==> config.mk <==
export PLATFORM = sky130hd
export DESIGN_NAME = gdmd_decoder
export DESIGN_NICKNAME = d
export VERILOG_FILES = /design/src/logic/gdmd_pkg.sv /design/src/logic/gdmd_timer.sv /design/src/logic/gdmd_decoder.sv
export SDC_FILE = /design/constraint.sdc
export NUM_CORES = 1
export LEC_CHECK = 0
export BUFFER_PORTS_ARGS = -buffer_cell sky130_fd_sc_hd__clkbuf_2
export CAP_MARGIN = 20
export CORE_MARGIN = 2
export CORE_UTILIZATION = 45
export DETAILED_ROUTE_END_ITERATION = 10
export GPL_TIMING_DRIVEN = 0
export PLACE_DENSITY_LB_ADDON = 0.1
export SYNTH_ARGS = -nofsm -noshare
export SYNTH_HDL_FRONTEND = slang
export SYNTH_HIERARCHICAL = 1
export SYNTH_SLANG_ARGS = --single-unit
==> constraint.sdc <==
create_clock -name clk -period 3.13 [get_ports clk]
set_input_delay 0.313 -clock clk [delete_from_list [all_inputs] [get_ports clk]]
set_output_delay 0.313 -clock clk [all_outputs]
set_load 0.02 [all_outputs]
==> src/logic/gdmd_pkg.sv <==
/*
 * gdmd_pkg: constants shared by the gear display message decoder.
 * assumes a 125 MHz clock; the silence and bus-idle times are turned into cycle counts here.
 */
package gdmd_pkg;
    localparam int unsigned CLK_MHZ           = 125;
    localparam logic [7:0]  CTRL_MARK         = 8'h00;
    localparam logic [7:0]  CH_SPACE          = 8'h20;
    localparam logic [7:0]  CH_STAR           = 8'h2a;
    localparam int          ARROW_LSB         = 0;
    localparam int          TONE_LSB          = 2;
    localparam logic [1:0]  TONE_ON_CODE      = 2'h1;
    localparam logic [1:0]  ARROW_RST         = 2'h0;
    localparam int unsigned SILENCE_MS        = 5000;
    localparam int unsigned BUS_IDLE_MS       = 5000;
    localparam int unsigned SHOW_LATENCY_MS   = 75;
    localparam int unsigned KEYON_READY_MS    = 2000;
    localparam int unsigned SILENCE_CYC       = SILENCE_MS * CLK_MHZ * 1000;
    localparam int unsigned BUS_IDLE_CYC      = BUS_IDLE_MS * CLK_MHZ * 1000;
    localparam logic [7:0]  CH_R              = 8'h52;
    localparam logic [7:0]  CH_C              = 8'h43;
    localparam logic [7:0]  CH_P              = 8'h50;
    localparam logic [7:0]  CH_S              = 8'h53;
    localparam logic [7:0]  CH_G              = 8'h47;
    localparam logic [7:0]  CH_ONE            = 8'h31;
    localparam logic [7:0]  CH_TWO            = 8'h32;
    localparam logic [7:0]  CH_ZERO           = 8'h30;
    localparam logic [7:0]  CH_FOUR           = 8'h34;
    localparam logic [7:0]  CH_EIGHT          = 8'h38;
    localparam logic [7:0]  CH_NINE           = 8'h39;
    localparam logic [7:0]  CH_A              = 8'h41;
    localparam logic [7:0]  CH_T              = 8'h54;
    localparam logic [7:0]  CH_D              = 8'h44;
    localparam logic [7:0]  CH_I              = 8'h49;
    localparam logic [7:0]  CH_N              = 8'h4e;
    localparam logic [7:0]  CH_F              = 8'h46;
    localparam logic [7:0]  CH_L              = 8'h4c;
    localparam logic [7:0]  CH_DASH           = 8'h2d;

    typedef enum logic [2:0] {
        GDMD_NOBUS = 3'b001,
        GDMD_BLANK = 3'b010,
        GDMD_SHOW  = 3'b100
    } gdmd_state_e;
endpackage

==> src/logic/gdmd_timer.sv <==
/*
 * gdmd_timer: restartable down counter that flags when a span expires.
 * assumes restart is a one-cycle pulse in the clk domain.
 */
`timescale 1ns/100ps
module gdmd_timer #(
    parameter int unsigned SPAN = 1000
) (
    input  wire logic clk,
    input  wire logic rst_n,
    input  wire logic restart,
    output logic      expired
);
    localparam int W = $clog2(SPAN + 1);

    logic [W-1:0] cnt_r;
    logic [W-1:0] cnt_nxt;

    // count down from the span; parks at zero so expiry holds as a level
    always_comb begin
        cnt_nxt = cnt_r;
        if (restart) begin
            cnt_nxt = W'(SPAN);
        end else if (cnt_r != '0) begin
            cnt_nxt = cnt_r - W'(1);
        end
    end

    // starts expired so the no-bus view is shown before the first message
    always_ff @(posedge clk or negedge rst_n) begin
        if (!rst_n) begin
            cnt_r <= '0;
        end else begin
            cnt_r <= cnt_nxt;
        end
    end

    assign expired = (cnt_r == '0);
endmodule

==> src/logic/gdmd_decoder.sv <==
/*
 * gdmd_decoder: turns the two character bytes of the gear display
 * message into two display characters, arrows and an alert tone.
 * assumes a framing block ahead of it presents each received message as
 * a one-cycle msg_valid with both bytes, and raises bus_activity for any
 * frame seen on the link, whatever its content.
 */
`timescale 1ns/100ps
module gdmd_decoder
    import gdmd_pkg::*;
#(
    parameter int unsigned SILENCE_SPAN  = gdmd_pkg::SILENCE_CYC,
    parameter int unsigned BUS_IDLE_SPAN = gdmd_pkg::BUS_IDLE_CYC
) (
    input  wire logic       clk,
    input  wire logic       rst_n,
    input  wire logic       msg_valid,
    input  wire logic [7:0] msg_byte_first,
    input  wire logic [7:0] msg_byte_second,
    input  wire logic       bus_activity,
    output logic [7:0]      disp_left,
    output logic [7:0]      disp_right,
    output logic            disp_on,
    output logic            arrow_up,
    output logic            arrow_down,
    output logic            tone_on
);
    import gdmd_pkg::*;

    // release reset through two flops so the body never sees a runt edge
    logic rst_sync1_r;
    logic rst_sync2_r;
    always_ff @(posedge clk or negedge rst_n) begin
        if (!rst_n) begin
            rst_sync1_r <= 1'b0;
            rst_sync2_r <= 1'b0;
        end else begin
            rst_sync1_r <= 1'b1;
            rst_sync2_r <= rst_sync1_r;
        end
    end
    wire logic rst_int_n = rst_sync2_r;

    // true when a character pair is one the display is asked to render
    function automatic logic pair_ok(input logic [7:0] a, input logic [7:0] b);
        logic ok;
        ok = 1'b0;
        if (a == CH_R && b >= CH_ONE && b <= CH_FOUR) ok = 1'b1;
        if (a == CH_SPACE && b >= CH_ONE && b <= CH_NINE) ok = 1'b1;
        if (a == CH_ONE && b >= CH_ZERO && b <= CH_EIGHT) ok = 1'b1;
        if (a == CH_SPACE && (b == CH_N || b == CH_F || b == CH_L ||
                              b == CH_DASH)) ok = 1'b1;
        if (a == CH_C && b == CH_A) ok = 1'b1;
        if (a == CH_S && b == CH_T) ok = 1'b1;
        if (a == CH_P && b == CH_D) ok = 1'b1;
        if (a == CH_G && b == CH_I) ok = 1'b1;
        if (a == CH_P && b == CH_S) ok = 1'b1;
        if (a == CH_C && (b == CH_ONE || b == CH_TWO)) ok = 1'b1;
        return ok;
    endfunction

    // message classification
    logic is_ctrl;
    logic is_chars;
    logic is_bad;
    assign is_ctrl  = msg_valid && (msg_byte_first == CTRL_MARK);
    assign is_chars = msg_valid && !is_ctrl &&
                      pair_ok(msg_byte_first, msg_byte_second);
    assign is_bad   = msg_valid && !is_ctrl && !is_chars;

    // silence timers: one for the message, one for any bus traffic
    logic msg_expired;
    logic bus_expired;
    logic good_msg;
    assign good_msg = is_ctrl || is_chars;

    gdmd_timer #(.SPAN(SILENCE_SPAN)) u_msg_timer (
        .clk     (clk),
        .rst_n   (rst_int_n),
        .restart (good_msg),
        .expired (msg_expired)
    );

    gdmd_timer #(.SPAN(BUS_IDLE_SPAN)) u_bus_timer (
        .clk     (clk),
        .rst_n   (rst_int_n),
        .restart (bus_activity || msg_valid),
        .expired (bus_expired)
    );

    // display state and held characters
    gdmd_state_e state_r;
    gdmd_state_e state_nxt;
    logic [7:0]  left_r;
    logic [7:0]  left_nxt;
    logic [7:0]  right_r;
    logic [7:0]  right_nxt;
    logic [1:0]  arrow_r;
    logic [1:0]  arrow_nxt;
    logic        tone_r;
    logic        tone_nxt;

    // next state; a message acts on the very next edge, far inside 75 ms
    always_comb begin
        state_nxt = state_r;
        left_nxt  = left_r;
        right_nxt = right_r;
        arrow_nxt = arrow_r;
        tone_nxt  = tone_r;
        if (is_chars) begin
            left_nxt  = msg_byte_first;
            right_nxt = msg_byte_second;
            state_nxt = GDMD_SHOW;
        end else if (is_ctrl) begin
            // characters kept as they were
            arrow_nxt = msg_byte_second[ARROW_LSB +: 2];
            // only code 01 sounds; 10, 11 and the top nibble are ignored
            tone_nxt  = (msg_byte_second[TONE_LSB +: 2] == TONE_ON_CODE);
            if (state_r == GDMD_NOBUS) begin
                state_nxt = GDMD_BLANK;
            end
        end else if (is_bad) begin
            state_nxt = GDMD_BLANK;
        end else if (bus_expired) begin
            state_nxt = GDMD_NOBUS;
        end else if (msg_expired) begin
            state_nxt = GDMD_BLANK;
        end
        // silence also kills arrows and tone
        if (!good_msg && (bus_expired || msg_expired)) begin
            arrow_nxt = ARROW_RST;
            tone_nxt  = 1'b0;
        end
    end

    // reset starts in no-bus; output is valid two edges after release
    always_ff @(posedge clk or negedge rst_int_n) begin
        if (!rst_int_n) begin
            state_r <= GDMD_NOBUS;
            left_r  <= CH_SPACE;
            right_r <= CH_SPACE;
            arrow_r <= ARROW_RST;
            tone_r  <= 1'b0;
        end else begin
            state_r <= state_nxt;
            left_r  <= left_nxt;
            right_r <= right_nxt;
            arrow_r <= arrow_nxt;
            tone_r  <= tone_nxt;
        end
    end

    // output registers: what the glass shows follows the state
    logic [7:0] dl_r;
    logic [7:0] dl_nxt;
    logic [7:0] dr_r;
    logic [7:0] dr_nxt;
    logic       on_r;
    logic       on_nxt;
    // blank keeps the last glyphs latched, so a control action or a bad
    // frame never rewrites them behind the dark glass
    always_comb begin
        dl_nxt = dl_r;
        dr_nxt = dr_r;
        on_nxt = 1'b0;
        case (state_nxt)
            GDMD_NOBUS: begin
                dl_nxt = CH_STAR;
                dr_nxt = CH_STAR;
                on_nxt = 1'b1;
            end
            GDMD_BLANK: begin
                on_nxt = 1'b0;
            end
            GDMD_SHOW: begin
                dl_nxt = left_nxt;
                dr_nxt = right_nxt;
                on_nxt = 1'b1;
            end
            default: begin
                on_nxt = 1'b0;
            end
        endcase
    end

    always_ff @(posedge clk or negedge rst_int_n) begin
        if (!rst_int_n) begin
            dl_r <= CH_STAR;
            dr_r <= CH_STAR;
            on_r <= 1'b1;
        end else begin
            dl_r <= dl_nxt;
            dr_r <= dr_nxt;
            on_r <= on_nxt;
        end
    end

    assign disp_left  = dl_r;
    assign disp_right = dr_r;
    assign disp_on    = on_r;
    assign arrow_up   = arrow_r[0];
    assign arrow_down = arrow_r[1];
    assign tone_on    = tone_r;
endmodule

==> qor.txt <==
Status = complete, no violations
Synth Cell Area = 5560 sq um
Average size of a mapped cell = 9.97 sq um
Critical Path AT = 3.28 ns
Synth warn = 6
Starting Density = 46.1%
Die X = 115 um
Post-synth EDFFs = 0
Average wire per standard cell = 16.8 um
Root Buffer = clkbuf_16
I/O Buffers = 34
Post-synth net total = 580
Total clock sinks = 101
First-pass GRT wire length = 22300 um
Diodes inserted = 0
Capture point of the worst reg-to-reg path = disp_right[2]
Final setup vio count = 0
P_int = 2.12 mW
Number of remaining DRC errors = 0
Share of power burned in registers = 51.6%
WL final = 13300 um
Cell chain of the critical path = inv_1 > ha_4 > or3b_4 > nand4b_1 > or2_4 > clkinv_4 > buf_8 > nor2b_1 > o21bai_1 > and4_4 > o21a_4 > a21oi_2 > buf_2 > a221o_1
Min-delay src = msg_byte_first[5]
Boundary pin count = 40
Share of cells above drive strength 1 = 23.1%
Fmax = 0.328 GHz
Total track usage = 21.3%
Clock Latency Late Sink = 0.35 ns
Seq/Total Area, Yosys = 45.7%
Commonest non-fill, non-tap cell in the layout = dfrtp_1
Core area = 12100 sq um
Fin. max-slew vios = 0
Via density = 5.76
GR Overflow Total = 0
Yosys cell types = 68
Vias in the first global route = 4473
DR iter-0 viols = 372
Max Cap Viol = 0
Detail Route Antenna Nets = 0
Placer Congestion = 0.920
CTS H-tree lvls = 3
CP endpoint kind = flop
Total CTS buffers = 9
Hold WC Path Type = input pin to flop
Critical path buffer and inverter count = 4
Static leakage = 2.69 nW
Worst path slowest cell = dfrtp_1
Asr flop ratio synth = 100%
Min Tclk post-route = 3.05 ns
NetSw = 0.775 mW
TritonCTS clock tree = built
Slew margin rel. = 55.4%
Combinational Power Share = 12.7%
Worst path required time = 3.36 ns
Most frequent cells in the layout = dfrtp_1 (90), nor2_1 (46), clkbuf_2 (34), nand2_1 (23), a21oi_1 (21)
Switching Fraction = 26.8%
Initial antenna violation count = 0
Depth of the worst hold-timing path = 2
Cell Pwr Density = 447 nW/um^2
DPL Wire Length = 9180 um
Ys flop type = dfrtp_1
Worst-path clk slew = 0.07 ns
Synth-to-Final Area Change = 16.2%
Die Footprint = 13300 sq um
CP startpoint kind = flop
Worst R2R Path Depth = 14
Worst setup path class = flop to flop
Slew @ Worst Pin = 0.669 ns
Vias = 4563
Hold Path End = left_r[5]
Post-synthesis register bit count = 101
Die Ht = 115 um
Fin. Hold Viols = 0
Final #Nets = 641
Crit-path max FO = 5
Fin Setup TNS = 0 ns
Clock power frac = 35.7%
Period utilization = 97.3%
Post-Syn Instances = 558
R2R Path Start = u_msg_timer/cnt_r[1]
Crit path max-delay family = simple AND/OR/NAND/NOR gates
Largest net degree at the start of global routing = 53
# rows = 40
Worst VDD drop = 0.396 mV
Final core occ = 53.6%
CP max stage delay = 0.41 ns
Clock Skew = 0.00823 ns
Clock buffer depth = 2
R2r setup slk = 0.08 ns
Pre-antenna DRT Iters = 7
-- cells in the mapped netlist (all sizes together), types with 15 or more instances --
| master | n | area share [%] |
|---|---|---|
| a21oi | 22 | 2.0 |
| clkbuf | 17 | 1.2 |
| dfrtp | 91 | 41 |
| mux2 | 19 | 3.8 |
| nand2 | 23 | 1.6 |
| nor2 | 46 | 3.1 |
| nor2b | 20 | 2.2 |
| nor3 | 21 | 2.1 |
| nor4 | 23 | 2.9 |
| o21ai | 22 | 2.0 |
| or3 | 15 | 1.7 |
| or4 | 19 | 2.8 |
-- power groups by stage --
stage | registers [mW] | logic, mW | clock network, mW
2_1_floorplan | 1.50 | 0.228 | 0
3_3_place_gp | 1.51 | 0.295 | 0
3_5_place_dp | 1.51 | 0.324 | 0
4_1_cts | 1.48 | 0.345 | 1.07
5_1_grt | 1.51 | 0.413 | 1.11
6_report | 1.49 | 0.366 | 1.03
-- worst register-to-register path, stage by stage (launching register included) --
cell	delay [ns]
dfrtp_1	0.41
inv_1	0.11
ha_4	0.14
or3b_4	0.37
nand4b_1	0.22
or2_4	0.29
clkinv_4	0.06
buf_8	0.10
nor2b_1	0.06
o21bai_1	0.23
and4_4	0.27
o21a_4	0.14
a21oi_2	0.06
buf_2	0.18
a221o_1	0.29
-- cell families (layout without fill, tap and decap cells) --
kind of cell,Yosys count,after routing,share of synthesized area (%)
flip-flops,101,101,45.7
other,1,1,0.0674
XOR/XNOR,21,21,3.31
multiplexers,23,23,4.57
buffers and inverters,46,112,4.21
AND/OR/NAND/NOR,253,253,27.9
adder cells (fa/ha/maj),2,2,0.450
AO/OA/AOI/OAI,111,111,13.8
-- routing by layer --
metal  track usage [%]  up-vias  part of all wire, %
met5                 0        -                    0
met4              7.79        0                  1.1
met3              4.53       11                  3.4
met2              32.8      109                   47
met1              29.7     2237                   49
li1                  -     2206                    -
-- per-stage QoR --
step	cell area (sq um)	power [mW]	worst slack [ns]	std cells	hold WS (ns)
3_3_place_gp	5950	1.81	-1.09	760	0.0984
5_1_grt	6460	3.04	-0.0185	792	0.248
4_1_cts	6390	2.90	0.00593	788	0.241
2_1_floorplan	5570	1.72	0.0422	558	0.0174
6_report	6460	2.89	0.0843	792	0.249
3_5_place_dp	5980	1.83	-0.497	761	0.101
-- worst max-delay path by stage --
stage                               startpoint                    end  slack, ns  cells after the start
final                     u_msg_timer/cnt_r[1]          disp_right[2]       0.08                     14
after global routing      u_msg_timer/cnt_r[1]          disp_right[2]      -0.02                     14
after CTS                 u_bus_timer/cnt_r[0]           disp_left[0]      0.006                     14
after detailed placement     msg_byte_first[6]   u_msg_timer/cnt_r[3]      -0.50                     14
after global placement               rst_int_n              left_r[2]      -1.09                      0
after floorplan              msg_byte_first[5]  u_msg_timer/cnt_r[25]       0.04                     14
-- what timing repair did --
action	4_1_cts	5_1_grt
gates cloned	0	1
hold endpoints to repair	2	0
buffers inserted	10	4
resized for setup	17	25
setup endpoints to repair	34	43
hold buffers	1	0
pin swaps	3	6
-- area by class of cell --
cell class	count	area, sq um
sequential	101	2540
inverter	15	73.8
fill	1096	5600
timing repair buffer	51	320
buffer	30	200
clock inverter	2	10.0
tap	168	210
multi-input combinational	411	2850
clock buffer	14	254
-- registers in the layout (all words and copies together), names as in the netlist --
signal / cells
u_bus_timer/cnt_r: 30
disp_on: 1
tone_on: 1
rst_sync1_r: 1
state_r: 3
arrow_r: 2
rst_int_n: 1
u_msg_timer/cnt_r: 30
disp_left: 8
left_r: 8
disp_right: 8
right_r: 8
No activity file was read; power rests on OpenSTA's default activity.
